==> config.mk <==
export PLATFORM = sky130hd
export DESIGN_NAME = aadc_ctrl
export DESIGN_NICKNAME = d
export VERILOG_FILES = /design/src/aadc_pkg.sv /design/src/aadc_ctrl.sv /design/src/aadc_interval.sv
export VERILOG_INCLUDE_DIRS = /design/src /design/src/src
export SDC_FILE = /design/constraint.sdc
export NUM_CORES = 1
export LEC_CHECK = 0
export ABC_AREA = 1
export BUFFER_PORTS_ARGS = -buffer_cell sky130_fd_sc_hd__buf_2
export CORE_AREA = 4 4 114 137
export CTS_BUF_LIST = sky130_fd_sc_hd__clkbuf_8
export DETAILED_ROUTE_END_ITERATION = 7
export DIE_AREA = 0 0 118 141
export GPL_ROUTABILITY_DRIVEN = 1
export PLACE_DENSITY = 0.73
export REMOVE_ABC_BUFFERS = 1
export SLEW_MARGIN = 30
export SYNTH_ARGS = -nofsm -noshare
export SYNTH_HDL_FRONTEND = slang
export SYNTH_SLANG_ARGS = --single-unit
==> constraint.sdc <==
create_clock -name mclk -period 8.6 [get_ports mclk]
set_clock_uncertainty 0.2 [all_clocks]
set_input_delay 0.43 -clock mclk [delete_from_list [all_inputs] [get_ports mclk]]
set_output_delay 0.43 -clock mclk [all_outputs]
set_load 0.005 [all_outputs]
==> src/aadc_cfg.svh <==
// Offsets, field positions, reset values and timing counts of the auxiliary converter control.
`ifndef AADC_CFG_SVH
`define AADC_CFG_SVH

// ****************************************************************
// Register addresses
// ****************************************************************
`define AADC_ADDR_TEMP_RESULT  8'hD7
`define AADC_ADDR_START        8'hD8
`define AADC_ADDR_BAT_RESULT   8'hDF
`define AADC_ADDR_EXT_RESULT   8'hEF
`define AADC_ADDR_DELTA_CFG    8'hF3
`define AADC_ADDR_INTERVAL_CFG 8'hF9
`define AADC_ADDR_THRESHOLD    8'hFA

// ****************************************************************
// Field positions and reset values
// ****************************************************************
`define AADC_BIT_BAT_START     0
`define AADC_BIT_TMP_START     1
`define AADC_BIT_EXT_START     2
`define AADC_BIT_PLL_CLEAR     7
`define AADC_TDELTA_LSB        3
`define AADC_TDELTA_MSB        5
`define AADC_TPER_LSB          0
`define AADC_TPER_MSB          1
`define AADC_BPER_LSB          2
`define AADC_BPER_MSB          3
`define AADC_DELTA_OFF         3'h0
`define AADC_DELTA_ALWAYS      3'h7
`define AADC_RESET_BYTE        8'h00

// ****************************************************************
// Timing
// ****************************************************************
`define AADC_CLK_PERIOD_NS     10
`define AADC_SEC_NS            1000000000
`define AADC_SEC_CYCLES        (`AADC_SEC_NS / `AADC_CLK_PERIOD_NS)
`define AADC_SEC_PER_MIN       60
`define AADC_TMP_MIN_1         8
`define AADC_TMP_MIN_2         2
`define AADC_TMP_MIN_3         1
`define AADC_BAT_MIN_1         16
`define AADC_BAT_MIN_2         4
`define AADC_BAT_MIN_3         1

`endif

==> src/aadc_pkg.sv <==
// Types of the auxiliary converter control.
package aadc_pkg;

    typedef enum logic [1:0] {
        AADC_ST_IDLE,
        AADC_ST_REQ,
        AADC_ST_WAIT
    } aadc_state_t;

    // Lower code wins when several requests are pending.
    typedef enum logic [1:0] {
        AADC_CH_BAT,
        AADC_CH_TMP,
        AADC_CH_EXT
    } aadc_ch_t;

    typedef struct packed {
        logic [9:0] cnt;
        logic       fire;
    } aadc_ivl_t;

    typedef struct packed {
        aadc_state_t st;
        aadc_ch_t    ch;
        logic        single;
        logic [2:0]  start;
        logic        bg_tmp;
        logic        bg_bat;
        logic [7:0]  tmp_res;
        logic [7:0]  bat_res;
        logic [7:0]  ext_res;
        logic [7:0]  thr;
        logic [2:0]  delta;
        logic [1:0]  tper;
        logic [1:0]  bper;
        logic [7:0]  ref_code;
        logic [31:0] sec_cnt;
        logic        sec_tick;
        logic [7:0]  rdata;
        logic        tmp_irq;
        logic        bat_irq;
        logic        ext_irq;
        logic        low_set;
        logic        pll_clr;
    } aadc_state_s_t;

endpackage

==> src/aadc_ctrl.sv <==
// Control of the temperature, battery and external voltage converters.
`timescale 1ns/1ps
`default_nettype none
`include "aadc_cfg.svh"
module aadc_ctrl #(
    parameter int SEC_CYCLES = `AADC_SEC_CYCLES
) (
    input  wire logic       mclk,
    input  wire logic       arst_n,
    input  wire logic [7:0] sfr_addr,
    input  wire logic       sfr_wr,
    input  wire logic [7:0] sfr_wdata,
    output logic      [7:0] sfr_rdata,
    input  wire logic       full_power_mode,
    input  wire logic       battery_run_mode,
    input  wire logic       core_sleep_mode,
    output logic            bat_conv_req,
    output logic            tmp_conv_req,
    output logic            ext_conv_req,
    input  wire logic       bat_conv_ack,
    input  wire logic       tmp_conv_ack,
    input  wire logic       ext_conv_ack,
    input  wire logic       bat_conv_done,
    input  wire logic       tmp_conv_done,
    input  wire logic       ext_conv_done,
    input  wire logic [7:0] bat_code,
    input  wire logic [7:0] tmp_code,
    input  wire logic [7:0] ext_code,
    output logic            tmp_irq,
    output logic            bat_irq,
    output logic            ext_irq,
    output logic            low_battery_flag,
    output logic            pll_fault_clear
);

    // ****************************************************************
    // State and local signals
    // ****************************************************************
    aadc_pkg::aadc_state_s_t s;
    aadc_pkg::aadc_state_s_t next_s;

    logic       tmp_fire;
    logic       bat_fire;
    logic       core_run;
    logic       tmp_bg_ok;
    logic       bat_bg_ok;
    logic       want_bat;
    logic       want_tmp;
    logic       want_ext;
    logic       ack;
    logic       done;
    logic [7:0] tmp_diff;
    logic       tmp_hit;
    logic       bat_low;
    logic       wr_start;
    logic       wr_thr;
    logic       wr_delta;
    logic       wr_ivl;
    logic       wr_tmp;
    logic       wr_bat;
    logic       wr_ext;

    // ****************************************************************
    // Background interval timers
    // ****************************************************************
    aadc_interval #(
        .MIN_1 (`AADC_TMP_MIN_1),
        .MIN_2 (`AADC_TMP_MIN_2),
        .MIN_3 (`AADC_TMP_MIN_3)
    ) u_tmp_ivl (
        .mclk     (mclk),
        .arst_n   (arst_n),
        .sec_tick (s.sec_tick),
        .interval (s.tper),
        .fire     (tmp_fire)
    );

    aadc_interval #(
        .MIN_1 (`AADC_BAT_MIN_1),
        .MIN_2 (`AADC_BAT_MIN_2),
        .MIN_3 (`AADC_BAT_MIN_3)
    ) u_bat_ivl (
        .mclk     (mclk),
        .arst_n   (arst_n),
        .sec_tick (s.sec_tick),
        .interval (s.bper),
        .fire     (bat_fire)
    );

    // ****************************************************************
    // Mode gating
    // ****************************************************************
    assign core_run  = full_power_mode | battery_run_mode;
    assign tmp_bg_ok = full_power_mode | core_sleep_mode;
    assign bat_bg_ok = full_power_mode;

    // Single requests wait while the core sleeps; they are kept, not dropped.
    // A background request left pending across a mode change waits for a mode that allows it.
    assign want_bat = (s.start[`AADC_BIT_BAT_START] & core_run) | (s.bg_bat & bat_bg_ok);
    assign want_tmp = (s.start[`AADC_BIT_TMP_START] & core_run) | (s.bg_tmp & tmp_bg_ok);
    assign want_ext = s.start[`AADC_BIT_EXT_START] & core_run;

    // ****************************************************************
    // Converter handshake
    // ****************************************************************
    always_comb begin
        bat_conv_req = 1'b0;
        tmp_conv_req = 1'b0;
        ext_conv_req = 1'b0;
        if (s.st == aadc_pkg::AADC_ST_REQ) begin
            bat_conv_req = (s.ch == aadc_pkg::AADC_CH_BAT);
            tmp_conv_req = (s.ch == aadc_pkg::AADC_CH_TMP);
            ext_conv_req = (s.ch == aadc_pkg::AADC_CH_EXT);
        end
    end

    always_comb begin
        unique case (s.ch)
            aadc_pkg::AADC_CH_BAT: begin
                ack  = bat_conv_ack;
                done = bat_conv_done;
            end
            aadc_pkg::AADC_CH_TMP: begin
                ack  = tmp_conv_ack;
                done = tmp_conv_done;
            end
            aadc_pkg::AADC_CH_EXT: begin
                ack  = ext_conv_ack;
                done = ext_conv_done;
            end
            default: begin
                ack  = 1'b0;
                done = 1'b0;
            end
        endcase
    end

    // ****************************************************************
    // Result comparisons
    // ****************************************************************
    assign tmp_diff = (tmp_code > s.ref_code) ? (tmp_code - s.ref_code)
                                              : (s.ref_code - tmp_code);

    always_comb begin
        if (s.single) begin
            tmp_hit = 1'b1;
        end else if (s.delta == `AADC_DELTA_OFF) begin
            tmp_hit = 1'b0;
        end else if (s.delta == `AADC_DELTA_ALWAYS) begin
            tmp_hit = 1'b1;
        end else begin
            tmp_hit = (tmp_diff > {5'h00, s.delta});
        end
    end

    assign bat_low = (bat_code < s.thr);

    // ****************************************************************
    // Register write decode
    // ****************************************************************
    assign wr_start = sfr_wr & (sfr_addr == `AADC_ADDR_START);
    assign wr_thr   = sfr_wr & (sfr_addr == `AADC_ADDR_THRESHOLD);
    assign wr_delta = sfr_wr & (sfr_addr == `AADC_ADDR_DELTA_CFG);
    assign wr_ivl   = sfr_wr & (sfr_addr == `AADC_ADDR_INTERVAL_CFG);
    assign wr_tmp   = sfr_wr & (sfr_addr == `AADC_ADDR_TEMP_RESULT);
    assign wr_bat   = sfr_wr & (sfr_addr == `AADC_ADDR_BAT_RESULT);
    assign wr_ext   = sfr_wr & (sfr_addr == `AADC_ADDR_EXT_RESULT);

    // ****************************************************************
    // Next state
    // ****************************************************************
    always_comb begin
        next_s          = s;
        next_s.tmp_irq  = 1'b0;
        next_s.bat_irq  = 1'b0;
        next_s.ext_irq  = 1'b0;
        next_s.low_set  = 1'b0;
        next_s.pll_clr  = 1'b0;
        next_s.sec_tick = 1'b0;

        // Second prescaler shared by both interval timers.
        if (s.sec_cnt >= 32'(SEC_CYCLES - 1)) begin
            next_s.sec_cnt  = 32'h00000000;
            next_s.sec_tick = 1'b1;
        end else begin
            next_s.sec_cnt = s.sec_cnt + 32'h00000001;
        end

        // Configuration registers.
        if (wr_thr) begin
            next_s.thr = sfr_wdata;
        end
        if (wr_delta) begin
            next_s.delta = sfr_wdata[`AADC_TDELTA_MSB:`AADC_TDELTA_LSB];
        end
        if (wr_ivl) begin
            next_s.tper = sfr_wdata[`AADC_TPER_MSB:`AADC_TPER_LSB];
            next_s.bper = sfr_wdata[`AADC_BPER_MSB:`AADC_BPER_LSB];
        end
        if (wr_tmp) begin
            next_s.tmp_res = sfr_wdata;
        end
        if (wr_bat) begin
            next_s.bat_res = sfr_wdata;
        end
        if (wr_ext) begin
            next_s.ext_res = sfr_wdata;
        end

        // Sequencer: one conversion at a time, battery before temperature before external.
        unique case (s.st)
            aadc_pkg::AADC_ST_IDLE: begin
                if (want_bat) begin
                    next_s.st     = aadc_pkg::AADC_ST_REQ;
                    next_s.ch     = aadc_pkg::AADC_CH_BAT;
                    next_s.single = s.start[`AADC_BIT_BAT_START] & core_run;
                end else if (want_tmp) begin
                    next_s.st     = aadc_pkg::AADC_ST_REQ;
                    next_s.ch     = aadc_pkg::AADC_CH_TMP;
                    next_s.single = s.start[`AADC_BIT_TMP_START] & core_run;
                end else if (want_ext) begin
                    next_s.st     = aadc_pkg::AADC_ST_REQ;
                    next_s.ch     = aadc_pkg::AADC_CH_EXT;
                    next_s.single = 1'b1;
                end
            end
            aadc_pkg::AADC_ST_REQ: begin
                if (ack) begin
                    next_s.st = aadc_pkg::AADC_ST_WAIT;
                    // A pending background request merges into this conversion.
                    unique case (s.ch)
                        aadc_pkg::AADC_CH_BAT: begin
                            next_s.bg_bat = 1'b0;
                            if (s.single) begin
                                next_s.start[`AADC_BIT_BAT_START] = 1'b0;
                            end
                        end
                        aadc_pkg::AADC_CH_TMP: begin
                            next_s.bg_tmp = 1'b0;
                            if (s.single) begin
                                next_s.start[`AADC_BIT_TMP_START] = 1'b0;
                            end
                        end
                        default: begin
                            next_s.start[`AADC_BIT_EXT_START] = 1'b0;
                        end
                    endcase
                end
            end
            aadc_pkg::AADC_ST_WAIT: begin
                if (done) begin
                    next_s.st = aadc_pkg::AADC_ST_IDLE;
                    unique case (s.ch)
                        aadc_pkg::AADC_CH_BAT: begin
                            if (s.single || bat_low) begin
                                next_s.bat_res = bat_code;
                                next_s.bat_irq = 1'b1;
                            end
                            next_s.low_set = bat_low;
                        end
                        aadc_pkg::AADC_CH_TMP: begin
                            if (tmp_hit) begin
                                next_s.tmp_res  = tmp_code;
                                next_s.ref_code = tmp_code;
                                next_s.tmp_irq  = 1'b1;
                            end
                        end
                        default: begin
                            next_s.ext_res = ext_code;
                            next_s.ext_irq = 1'b1;
                        end
                    endcase
                end
            end
            default: begin
                next_s.st = aadc_pkg::AADC_ST_IDLE;
            end
        endcase

        // Background requests; a firing timer sets after the acceptance cleared.
        if (tmp_fire && tmp_bg_ok) begin
            next_s.bg_tmp = 1'b1;
        end
        if (bat_fire && bat_bg_ok) begin
            next_s.bg_bat = 1'b1;
        end

        // Start bits: writing one sets, writing zero leaves; the set wins over acceptance.
        if (wr_start) begin
            if (sfr_wdata[`AADC_BIT_BAT_START]) begin
                next_s.start[`AADC_BIT_BAT_START] = 1'b1;
            end
            if (sfr_wdata[`AADC_BIT_TMP_START]) begin
                next_s.start[`AADC_BIT_TMP_START] = 1'b1;
            end
            if (sfr_wdata[`AADC_BIT_EXT_START]) begin
                next_s.start[`AADC_BIT_EXT_START] = 1'b1;
            end
            next_s.pll_clr = sfr_wdata[`AADC_BIT_PLL_CLEAR];
        end

        // Read data, registered one cycle after the address.
        unique case (sfr_addr)
            `AADC_ADDR_TEMP_RESULT:  next_s.rdata = s.tmp_res;
            `AADC_ADDR_START:        next_s.rdata = {5'h00, s.start};
            `AADC_ADDR_BAT_RESULT:   next_s.rdata = s.bat_res;
            `AADC_ADDR_EXT_RESULT:   next_s.rdata = s.ext_res;
            `AADC_ADDR_DELTA_CFG:    next_s.rdata = {2'h0, s.delta, 3'h0};
            `AADC_ADDR_INTERVAL_CFG: next_s.rdata = {4'h0, s.bper, s.tper};
            `AADC_ADDR_THRESHOLD:    next_s.rdata = s.thr;
            default:                 next_s.rdata = `AADC_RESET_BYTE;
        endcase
    end

    // ****************************************************************
    // State register
    // ****************************************************************
    always_ff @(posedge mclk or negedge arst_n) begin
        if (!arst_n) begin
            s <= '0;
        end else begin
            s <= next_s;
        end
    end

    // ****************************************************************
    // Outputs
    // ****************************************************************
    assign sfr_rdata        = s.rdata;
    assign tmp_irq          = s.tmp_irq;
    assign bat_irq          = s.bat_irq;
    assign ext_irq          = s.ext_irq;
    assign low_battery_flag = s.low_set;
    assign pll_fault_clear  = s.pll_clr;

endmodule
`default_nettype wire

==> src/aadc_interval.sv <==
// Background interval timer counting seconds up to a selected number of minutes.
`timescale 1ns/1ps
`default_nettype none
`include "aadc_cfg.svh"
module aadc_interval #(
    parameter int MIN_1 = 8,
    parameter int MIN_2 = 2,
    parameter int MIN_3 = 1
) (
    input  wire logic       mclk,
    input  wire logic       arst_n,
    input  wire logic       sec_tick,
    input  wire logic [1:0] interval,
    output logic            fire
);

    aadc_pkg::aadc_ivl_t s;
    aadc_pkg::aadc_ivl_t next_s;
    logic [9:0]          last;

    always_comb begin
        unique case (interval)
            2'h1:    last = 10'(MIN_1 * `AADC_SEC_PER_MIN - 1);
            2'h2:    last = 10'(MIN_2 * `AADC_SEC_PER_MIN - 1);
            2'h3:    last = 10'(MIN_3 * `AADC_SEC_PER_MIN - 1);
            default: last = 10'h000;
        endcase
    end

    always_comb begin
        next_s      = s;
        next_s.fire = 1'b0;
        // Counting restarts whenever the interval is switched off.
        if (interval == 2'h0) begin
            next_s.cnt = 10'h000;
        end else if (sec_tick) begin
            // A shortened interval fires at once instead of wrapping.
            if (s.cnt >= last) begin
                next_s.cnt  = 10'h000;
                next_s.fire = 1'b1;
            end else begin
                next_s.cnt = s.cnt + 10'h001;
            end
        end
    end

    always_ff @(posedge mclk or negedge arst_n) begin
        if (!arst_n) begin
            s <= '0;
        end else begin
            s <= next_s;
        end
    end

    assign fire = s.fire;

endmodule
`default_nettype wire

==> reports/metrics.yaml, run 1 <==
detailed_routing:
  drc_errors: 0
  via_count: 6649
  vias_per_cell: 5.341
  drt_pass1_iterations: 5
  drtIter0Drc: 394
  ant_nets: 0
  wl_mm: 17.77
  wl_per_cell_um: 14.27
sta:
  setup_viol: 0
  fin_setup_tns_ns: 0
  finalHoldViolCount: 0
  slew_headroom_pct: 44.40
  tightest_slew_ns: 0.8236
  period_needed_ns: 3.436
  max_freq_ghz: 0.2910
  rsz0062_at_grt: "no"
  slew_viol_final: 0
  period_share_pct: 39.96
place:
  port_buffers: 67
  dp_cells: 1210
  dpl.hpwl_mm: 13.46
  gp_congestion: 0.9498
cts:
  clk_pin_slew_ns: 0.08
  cts_max_level: 4
  ctsRootBufferMaster: "clkbuf_8"
  clockBufferDepth: 2
  tritoncts: "yes"
  clk_latency_ns: 0.45
  cts_buffers: 17
  ctsResizeCount: 0
  clock_sinks: 125
cells_and_area:
  seqCellArea_um2: 3128
  multiInputGateArea_um2: 3872
  drive_gt1_share_pct: 13.18
  fillers: 1332
  fin_cells: 1245
  diodes: 0
  final_net_count: 1166
  synthToLayoutAreaGrowth_pct: 11.74
floorplan:
  pin_count: 68
  fp.coreArea_um2: 14290
  start_util_pct: 53.92
  die_x_um: 118
  die_h_um: 141
  row_count: 48
  die_area_um2: 16640
critical_path:
  crit_buf_inv: 4
  crit_required_ns: 8.75
  worstSetupPathType: "reg -> reg"
  cp_top_family: "simple AND/OR/NAND/NOR gates"
  r2r_start: "s[46]"
  r2r_end: "s[87]"
  r2r_setup_slack_ns: 5.16
  path_max_fanout: 25
  path_cells: "ha_1 -> inv_1 -> fa_1 -> nand3_1 -> nand2_1 -> nand2_1 -> nand2_1 -> nand2_2 -> mux2i_1 -> xor2_1 -> inv_1 -> ha_1 -> inv_1 -> o21bai_1 -> a32oi_1 -> nand2_1 -> nand2_2 -> nand2_4 -> nand2_8 -> nand2_1 -> nand2_1 -> inv_1"
  crit_path_top_delay_cell: "dfrtp_1"
  reg2reg_depth: 22
  arrival_ns: 3.59
  worst_path_most_repeated_cell: "nand2_1"
  startpoint_type: "register"
  cpPeakStageDelay_ns: 0.41
  critPathCaptureType: "register"
job:
  cap_violations: 0
min_path:
  hold_depth: 3
  hold_end: "s[82]"
  hp-start: "bat_code[5]"
  hold_class: "in -> reg"
yosys:
  ys_ff_latch: 125
  synth.most_common_cell: "nand2_1"
  yosys-top-cells-count: "nand2_1, inv_1, dfrtp_1"
  synthTopCellsByArea: "dfrtp_1, nand2_1, ha_1"
  synth_edf_count: 0
  synth_top_area_share_pct: 40.58
  synth_seq_area_share_pct: 40.58
  ys_types: 52
  yosysWarnings: 0
  async_flop_share_pct: 100.0
  synth_ff_type: "dfrtp_1"
  synth.avg_cell_area_um2: 7.849
  synth_top_cell_by_area: "dfrtp_1"
  synth_cells: 982
  mappedNetlistArea_um2: 7707
pwr:
  p_leak_nw: 4.407
  power_density_nw_per_um2: 177.8
  power_mw: 1.531
  ir_drop_mv: 0.1069
grt:
  grt_max_degree: 72
  grt_pass1_wl_mm: 30.42
  grt_antenna_before_repair: 0
  grt-ovfl-total: 0
  grt_pass1_vias: 6568
  grt.total_usage_pct: 22.58
outcome:
  status: "finished clean"
-- per-layer routing --
| metal | GRT usage (%) | up-vias | part of all wire (%) |
|---|---|---|---|
| met5 | 0 | - | 0 |
| met4 | 10.31 | 0 | 3.5 |
| met3 | 4.655 | 45 | 5.0 |
| met2 | 38.64 | 177 | 50 |
| met1 | 27.56 | 3115 | 41 |
| li1 | - | 3312 | - |
-- logic make-up (layout without fill, tap and decap cells) --
| family | Yosys count | after routing | share of synthesized area (%) |
|---|---|---|---|
| xor+xnor | 31 | 31 | 3.523 |
| simple gates | 442 | 442 | 25.26 |
| fa+ha+maj | 57 | 57 | 9.448 |
| compound gates | 146 | 146 | 11.32 |
| buf+inv | 178 | 262 | 9.546 |
| other cells | 1 | 5 | 0.04865 |
| mux | 2 | 2 | 0.2760 |
| flops | 125 | 125 | 40.58 |
-- sequential cells by signal (all words and copies together), names as in the netlist, 8 cells and up --
| signal | cells |
|---|---|
| sfr_rdata | 8 |
| u_bat_ivl.s | 10 |
| u_tmp_ivl.s | 10 |
| s | 90 |
-- cell usage in the layout (no fill, tap or decap), types with 4 or more instances in the layout --
master    instances
nand2_1         229
inv_1           154
dfrtp_1         125
nor2_1           99
o21ai_0          68
buf_2            66
ha_1             55
nand3_1          47
xor2_1           24
nand4_1          23
a21oi_1          20
clkbuf_8         18
nor3_1           12
o22ai_1          10
a31oi_1          10
o21ai_2           9
nand2_2           7
xnor2_1           7
nor2_2            5
inv_2             5
conb_1            5
nor3_2            4
o211ai_1          4
o21ai_1           4
clkinv_2          4
clkinv_4          4
-- worst reg2reg max path: cells and delay by family, from the launching register on --
family / cells / cell delay [ns]
and+or+nand+nor: 11 / 1.02
adders and majority gates: 3 / 0.88
DFF: 1 / 0.41
buffers and inverters: 4 / 0.23
muxes: 1 / 0.23
AOI/OAI and AO/OA: 2 / 0.22
xor gates and xnor gates: 1 / 0.16
-- how the worst max path moves through the flow --
stage / from / endpoint / slack (ns) / depth (start not counted)
2_1_floorplan: tmp_code[0] / s[85] / 5.35 / 21
3_3_place_gp: tmp_code[0] / s[86] / 5.05 / 22
3_5_place_dp: tmp_code[0] / s[88] / 4.94 / 24
4_1_cts: s[46] / s[87] / 5.19 / 22
5_1_grt: s[46] / s[92] / 4.92 / 22
6_report: s[46] / s[87] / 5.16 / 22
-- timing repair --
action	in CTS	in global routing
hold endpoints to repair	72	0
hold buffers	3	0
buffers inserted	0	0
-- metrics by stage --
stage	utilization, %	setup WS (ns)	hold WS (ns)	cell area, µm²
floorplan	-	5.349	-0.06559	7584
global placement	57.00	5.050	0.2461	8148
detailed placement	57.06	4.937	0.2541	8157
CTS	60.19	5.193	0.0005696	8603
global route	60.25	4.916	0.01349	8612
finish	60.25	5.164	0.02283	8612
-- where the power goes --
group	total (mW)	switching, mW	internal [mW]
Combinational	0.297	0.180	0.117
Sequential	0.694	0.0519	0.642
Clock	0.540	0.246	0.294
-- cell type report --
cell class	instances	area share (%)
inverters	159	6.930
multi-input cells	683	44.97
flip-flops and latches	125	36.32
clock inverters	14	1.961
well taps	175	2.542
clock buffers	18	2.877
repair buffers	71	4.402
No activity file was read; power rests on OpenSTA's default activity.
==> run 2, diff against run 1 <==
--- a/config.mk
+++ b/config.mk
@@ -6,12 +6,12 @@
 export SDC_FILE = /design/constraint.sdc
 export NUM_CORES = 1
 export LEC_CHECK = 0
-export ABC_AREA = 1
+export ABC_AREA = 0
 export BUFFER_PORTS_ARGS = -buffer_cell sky130_fd_sc_hd__buf_2
-export CORE_AREA = 4 4 114 137
+export CORE_AREA = 4 4 111 134
 export CTS_BUF_LIST = sky130_fd_sc_hd__clkbuf_8
 export DETAILED_ROUTE_END_ITERATION = 7
-export DIE_AREA = 0 0 118 141
+export DIE_AREA = 0 0 115 138
 export GPL_ROUTABILITY_DRIVEN = 1
 export PLACE_DENSITY = 0.73
 export REMOVE_ABC_BUFFERS = 1
==> constraint.sdc (replaced) <==
create_clock -name mclk -period 3.2 [get_ports mclk]
set_clock_uncertainty 0.2 [all_clocks]
set_input_delay 0.16 -clock mclk [delete_from_list [all_inputs] [get_ports mclk]]
set_output_delay 0.16 -clock mclk [all_outputs]
set_load 0.005 [all_outputs]
==> reports/metrics.yaml, run 2 <==
outcome:
  status: "complete, but fails checks"
  violations: "negative setup slack"
critical_path:
  path_max_fanout: 4  # -84%
  crit_required_ns: 3.33  # -5.42 ns
  worstSetupPathType: "reg -> reg"
  r2r_setup_slack_ns: -0.46  # -5.62 ns
  arrival_ns: 3.79  # +0.20 ns
  critPathCaptureType: "register"
  startpoint_type: "register"
yosys:
  synthTopCellsByArea: "dfrtp_1, ha_1, mux2_2"
  synth_top_family_by_area: "simple AND/OR/NAND/NOR gates"
  synth_ff_type: "dfrtp_1"
  synth_cells: 725  # -26%
  synth_compound_area_share_pct: 13.41  # +2.1 points
  ys_ff_latch: 125  # unchanged
  synthXorXnorAreaFrac_pct: 3.950  # +0.43 points
  synth.area.mux_share_pct: 11.15  # +11 points
  mappedNetlistArea_um2: 7317  # -5.1%
  synth_edf_count: 0  # unchanged
  synth.most_common_cell: "dfrtp_1"
  async_flop_share_pct: 100.0  # unchanged
  yosys.area_share.simple_pct: 14.07  # -11 points
  synth_seq_area_share_pct: 42.75  # +2.2 points
  synth.avg_cell_area_um2: 10.09  # +29%
  yosysWarnings: 0  # unchanged
  synth_top_cell_by_area: "dfrtp_1"
  synthAdderAreaFrac_pct: 9.952  # +0.50 points
  ys_types: 61  # +17%
  synth_top_area_share_pct: 42.75  # +2.2 points
  yosys-top-cells-count: "dfrtp_1, nor2_1, ha_1"
sta:
  finalHoldViolCount: 0  # unchanged
  tightest_slew_ns: 0.9324  # +0.1088 ns
  holdWs_ns: 0.04052  # +0.01769 ns
  max_freq_ghz: 0.2733  # -6.1%
  slew_headroom_pct: 37.36  # -7.0 points
  fin_setup_tns_ns: -7.029  # -7.029 ns
  rsz0062_at_grt: "yes"
  period_needed_ns: 3.659  # +0.2229 ns
  slew_viol_final: 0  # unchanged
  setup_slack_ns: -0.4594  # -5.623 ns
  period_share_pct: 114.4  # +74 points
  setup_viol: 25  # +25
pwr:
  power_mw: 4.897  # +220%
  p_comb_share_pct: 31.5  # +12 points
  intPower_mw: 3.396  # +220%
  power_frac_seq_pct: 40.3  # -5.0 points
  p_leak_nw: 4.356  # -1.2%
  p_sw_share_pct: 30.64  # -0.57 points
  clock_power_share_pct: 28.1  # -7.2 points
  power_density_nw_per_um2: 529.4  # +200%
  switchingPower_mw: 1.501  # +210%
  ir_drop_mv: 0.3083  # +190%
grt:
  grt-ovfl-total: 0  # unchanged
  grt_antenna_before_repair: 1  # +1
  grt.total_usage_pct: 24.28  # +1.7 points
  grt_pass1_wl_mm: 31.25  # +2.7%
  grt_max_degree: 63  # -13%
  grt_pass1_vias: 6540  # -0.43%
cts:
  cts_max_level: 4  # unchanged
  clock_sinks: 125  # unchanged
  clockBufferDepth: 2  # unchanged
  clk_pin_slew_ns: 0.07  # about the same
  tritoncts: "yes"
  clk_latency_ns: 0.44  # about the same
  cts_buffers: 17  # unchanged
  ctsRootBufferMaster: "clkbuf_8"
detailed_routing:
  wl_mm: 18.42  # +3.7%
  via_count: 6164  # -7.3%
  drc_errors: 0  # unchanged
  drt_pass1_iterations: 5  # unchanged
  ant_nets: 0  # unchanged
  vias_per_cell: 5.671  # +6.2%
  drtIter0Drc: 321  # -19%
  wl_per_cell_um: 16.95  # +19%
place:
  dpl_cell_area_um2: 8140  # -0.20%
  gp_congestion: 0.9031  # -4.9%
  pre_cts_slack_ns: -0.6004  # -5.538 ns
  port_buffers: 67  # unchanged
  dpl.hpwl_mm: 13.24  # -1.6%
  dp_cells: 993  # -18%
cells_and_area:
  reg.largest.list: "s (90), u_bat_ivl.s (10), u_tmp_ivl.s (10)"
  fin_cells: 1087  # -13%
  top_register: "s"
  stdcell_area_um2: 9250  # +7.4%
  synthToLayoutAreaGrowth_pct: 26.42
  largest_reg_flops: 90  # unchanged
  layout_common_cells: "dfrtp_1, buf_2, dlygate4sd3_1"
  fillers: 1026  # -23%
  final_util_pct: 67.80  # +7.6 points
  layout_commonest_cell: "dfrtp_1"
  final_net_count: 1013  # -13%
  drive_gt1_share_pct: 23.28  # +10 points
floorplan:
  fp.coreArea_um2: 13640  # -4.6%
  die_x_um: 115  # -2.5%
  start_util_pct: 53.63  # -0.29 points
  die_area_um2: 15870  # -4.6%
  pin_count: 68  # unchanged
  row_count: 47  # -2.1%
  die_h_um: 138  # -2.1%
job:
  cap_violations: 0  # unchanged
min_path:
  hold_class: "in -> reg"
run 2: cell type report:
| class | instances | area [µm²] | share of cell area (%) |
|---|---|---|---|
| Timing Repair Buffer | 179 | 1363 | 14.73 |
| Tap cell | 171 | 214.0 | 2.313 |
| Multi-Input combinational cell | 528 | 3945 | 42.65 |
| Clock buffer | 25 | 344.1 | 3.720 |
| Inverter | 53 | 198.9 | 2.151 |
| Antenna cell | 1 | 2.502 | 0.02705 |
| Sequential cell | 125 | 3128 | 33.82 |
| Clock inverter | 5 | 55.05 | 0.5952 |
run 2: metal layers:
layer  up-vias  track usage, %  share of wire, %
met5         -               0                 0
met4         0           11.80               3.3
met3        49           4.939               4.6
met2       187           41.49                52
met1      3026           28.73                40
li1       2902               -                 -
run 2: path summary, 6_finish.rpt:
kind / to / depth (start not counted) / startpoint
setup / recovery: s[92] / 18 / s[46]
hold / removal: s[59] / 3 / sfr_wr
setup reg to reg: s[92] / 18 / s[46]
hold reg to reg: sfr_rdata[3] / 2 / s[72]
max in group asynchronous: u_tmp_ivl.fire / 3 / arst_n
min in group asynchronous: u_bat_ivl.s[5] / 2 / arst_n
run 2: logic make-up (layout without fill, tap and decap cells):
kind of cell,count (synthesis),count (layout)
other cells,1,6
xor+xnor,33,33
flops,125,125
mux,76,76
fa+ha+maj,57,57
compound gates,144,144
buf+inv,76,262
simple gates,213,213
run 2: critical path: stages (launching register included):
cell	delay (ns)
dfrtp_1	0.39
ha_2	0.19
inv_2	0.06
fa_2	0.20
nand3_2	0.07
a21o_1	0.19
a21oi_4	0.18
buf_6	0.13
mux2i_4	0.23
xnor2_2	0.07
ha_1	0.29
o21ai_1	0.07
a32oi_1	0.21
o21ai_1	0.10
a21oi_1	0.19
nor2_2	0.07
a211oi_4	0.23
buf_6	0.16
mux2_4	0.29
run 2: what timing repair did:
| action | 4_1_cts | 5_1_grt |
|---|---|---|
| buffers inserted | 3 | 2 |
| endpoints found under the hold margin | 120 | 0 |
| gates resized for setup | 14 | 10 |
| endpoints found under the setup margin | 17 | 34 |
| hold buffers | 59 | 0 |
| pin swaps | 10 | 12 |
run 2: power groups by stage:
stage                     combinational (mW)  clock, mW  sequential, mW
after global placement                  1.18          0            1.97
after detailed placement                1.23          0            1.99
after floorplan                        0.827          0            1.93
after CTS                               1.48       1.41            1.96
final                                   1.54       1.38            1.98
after global routing                    1.71       1.47            2.00
==> run 3, diff against run 2 <==
--- a/config.mk
+++ b/config.mk
@@ -9,7 +9,6 @@
 export ABC_AREA = 0
 export BUFFER_PORTS_ARGS = -buffer_cell sky130_fd_sc_hd__buf_2
 export CORE_AREA = 4 4 111 134
-export CTS_BUF_LIST = sky130_fd_sc_hd__clkbuf_8
 export DETAILED_ROUTE_END_ITERATION = 7
 export DIE_AREA = 0 0 115 138
 export GPL_ROUTABILITY_DRIVEN = 1
==> reports/metrics.yaml, run 3 (synthesis gave the netlist of run 2 again) <==
sta:
  setup_viol: 21  # -16%
  setup_slack_ns: -0.4695  # -0.01016 ns
  period_needed_ns: 3.670  # +0.01016 ns
  tightest_slew_ns: 0.9320  # -0.0003604 ns
  slew_headroom_pct: 37.39  # about the same
  max_freq_ghz: 0.2725  # -0.28%
  finalHoldViolCount: 0  # unchanged
  slew_viol_final: 0  # unchanged
  rsz0062_at_grt: "yes"
  period_share_pct: 114.7  # +0.32 points
cts:
  tritoncts: "yes"
  ctsRootBufferMaster: "clkbuf_16"
  cts_max_level: 4  # unchanged
  clock_sinks: 125  # unchanged
  cts_buffers: 17  # unchanged
  clk_latency_ns: 0.42  # -0.02 ns
  clockBufferDepth: 2  # unchanged
  clk_pin_slew_ns: 0.06  # about the same
floorplan:
  fp.coreArea_um2: 13640  # unchanged
  die_area_um2: 15870  # unchanged
  row_count: 47  # unchanged
  die_x_um: 115  # unchanged
  die_h_um: 138  # unchanged
  start_util_pct: 53.63  # unchanged
  pin_count: 68  # unchanged
place:
  port_buffers: 67  # unchanged
  gp_congestion: 0.9031  # unchanged
  dpl.hpwl_mm: 13.24  # unchanged
cells_and_area:
  largest_reg_flops: 90  # unchanged
  drive_gt1_share_pct: 23.27  # about the same
  layout_common_cells: "dfrtp_1, buf_2, nor2_1"
  reg.largest.list: "s (90), u_bat_ivl.s (10), u_tmp_ivl.s (10)"
  final_util_pct: 68.91  # +1.1 points
  synthToLayoutAreaGrowth_pct: 28.49
  layout_commonest_cell: "dfrtp_1"
  top_register: "s"
  final_net_count: 1009  # -0.39%
grt:
  grt_pass1_vias: 6689  # +2.3%
  grt.total_usage_pct: 24.65  # +0.37 points
  grt_max_degree: 63  # unchanged
  grt_pass1_wl_mm: 31.52  # +0.86%
  grt-ovfl-total: 0  # unchanged
  grt_antenna_before_repair: 1  # unchanged
critical_path:
  cp_top_family: "compound AO/OA/AOI/OAI gates"
  path_max_fanout: 4  # unchanged
  crit_required_ns: 3.31  # -0.02 ns
  r2r_setup_slack_ns: -0.47  # about the same
  arrival_ns: 3.78  # about the same
  path_cells: "ha_2 -> inv_2 -> fa_2 -> nand3_2 -> a21o_1 -> a21oi_4 -> mux2_4 -> ha_4 -> nor2b_4 -> o21ai_2 -> a32oi_2 -> o21ai_1 -> a21oi_1 -> nor2_1 -> a211oi_4 -> buf_6 -> mux2_4"
  cpPeakStageDelay_ns: 0.40  # about the same
  crit_buf_inv: 2  # -1
  worstSetupPathType: "reg -> reg"
  critPathCaptureType: "register"
  worst_path_most_repeated_cell: "mux2_4"
  startpoint_type: "register"
  crit_path_top_delay_cell: "dfrtp_1"
pwr:
  p_leak_nw: 4.418  # +1.4%
  power_density_nw_per_um2: 576.3  # +8.9%
  ir_drop_mv: 0.5480  # +78%
  power_mw: 5.418  # +11%
detailed_routing:
  drtIter0Drc: 409  # +27%
  via_count: 6238  # +1.2%
  vias_per_cell: 5.760  # +1.6%
  wl_mm: 18.88  # +2.5%
  ant_nets: 0  # unchanged
  drc_errors: 0  # unchanged
  drt_pass1_iterations: 7  # +2
  wl_per_cell_um: 17.43  # +2.8%
outcome:
  status: "complete, but fails checks"
  violations: "negative setup slack"
min_path:
  hold_class: "in -> reg"
job:
  cap_violations: 0  # unchanged
==> run 3: changes by cell type in the layout (fill, tap and decap cells not counted), sizes merged <==
cell | previous run | this run
clkbuf | 25 | 26
dlygate4sd3 | 59 | 55
inv | 54 | 53
==> run 3: per-layer routing <==
layer / GRT usage (%) / vias to the layer above / part of all wire, %
li1: - / 2908 / -
met5: 0 / - / 0
met1: 28.25 / 3056 / 38
met4: 14.52 / 0 / 4.7
met2: 41.74 / 202 / 52
met3: 5.201 / 72 / 4.8
==> run 3: cell type report <==
class                      count  area [µm²]
antenna                        1       2.502
clock buffer                  26       539.3
clock inverter                 4       51.30
fill                        1004        4242
inverter                      53       198.9
multi-input combinational    528        3949
sequential                   125        3128
tap                          171       214.0
timing repair buffer         175        1319
==> run 3: path summary, 6_finish.rpt <==
path | startpoint | to | depth (start not counted)
min reg2reg | s[73] | sfr_rdata[4] | 2
max | s[46] | s[53] | 17
max reg2reg | s[46] | s[53] | 17
max in group asynchronous | arst_n | s[95] | 3
min | sfr_wr | s[59] | 3
min in group asynchronous | arst_n | u_tmp_ivl.s[2] | 2
==> run 3: tightest hold or removal path, stage by stage <==
cell and delay [ns]:
buf_2 0.17, nand2_1 0.16, mux2_2 0.17
==> run 3: through the flow <==
step	setup slack [ns]	hold slack, ns	area [µm²]	TNS [ns]	std cells
5_1_grt	-0.6230	0.06727	9402	-10.28	1083
4_1_cts	-0.4817	0.02632	9349	-7.211	1080
2_1_floorplan	-0.7553	-0.3356	7189	-10.54	706
6_report	-0.4695	0.07474	9402	-7.178	1083
3_3_place_gp	-0.4599	0.09211	8134	-6.322	993
3_5_place_dp	-0.6004	0.1048	8140	-8.887	993
==> run 3: what timing repair did <==
| item | CTS | global route |
|---|---|---|
| setup endpoints to repair | 17 | 30 |
| hold buffers | 55 | 0 |
| hold endpoints to repair | 120 | 0 |
| resized for setup | 13 | 8 |
| setup buffers | 2 | 2 |
| pin swaps | 9 | 8 |
==> run 3: where the power goes <==
group	total [mW]	switching (mW)	internal, mW
sequential	1.98	0.185	1.80
combinational	1.54	0.728	0.812
clock	1.90	0.672	1.23
total	5.42	1.58	3.83
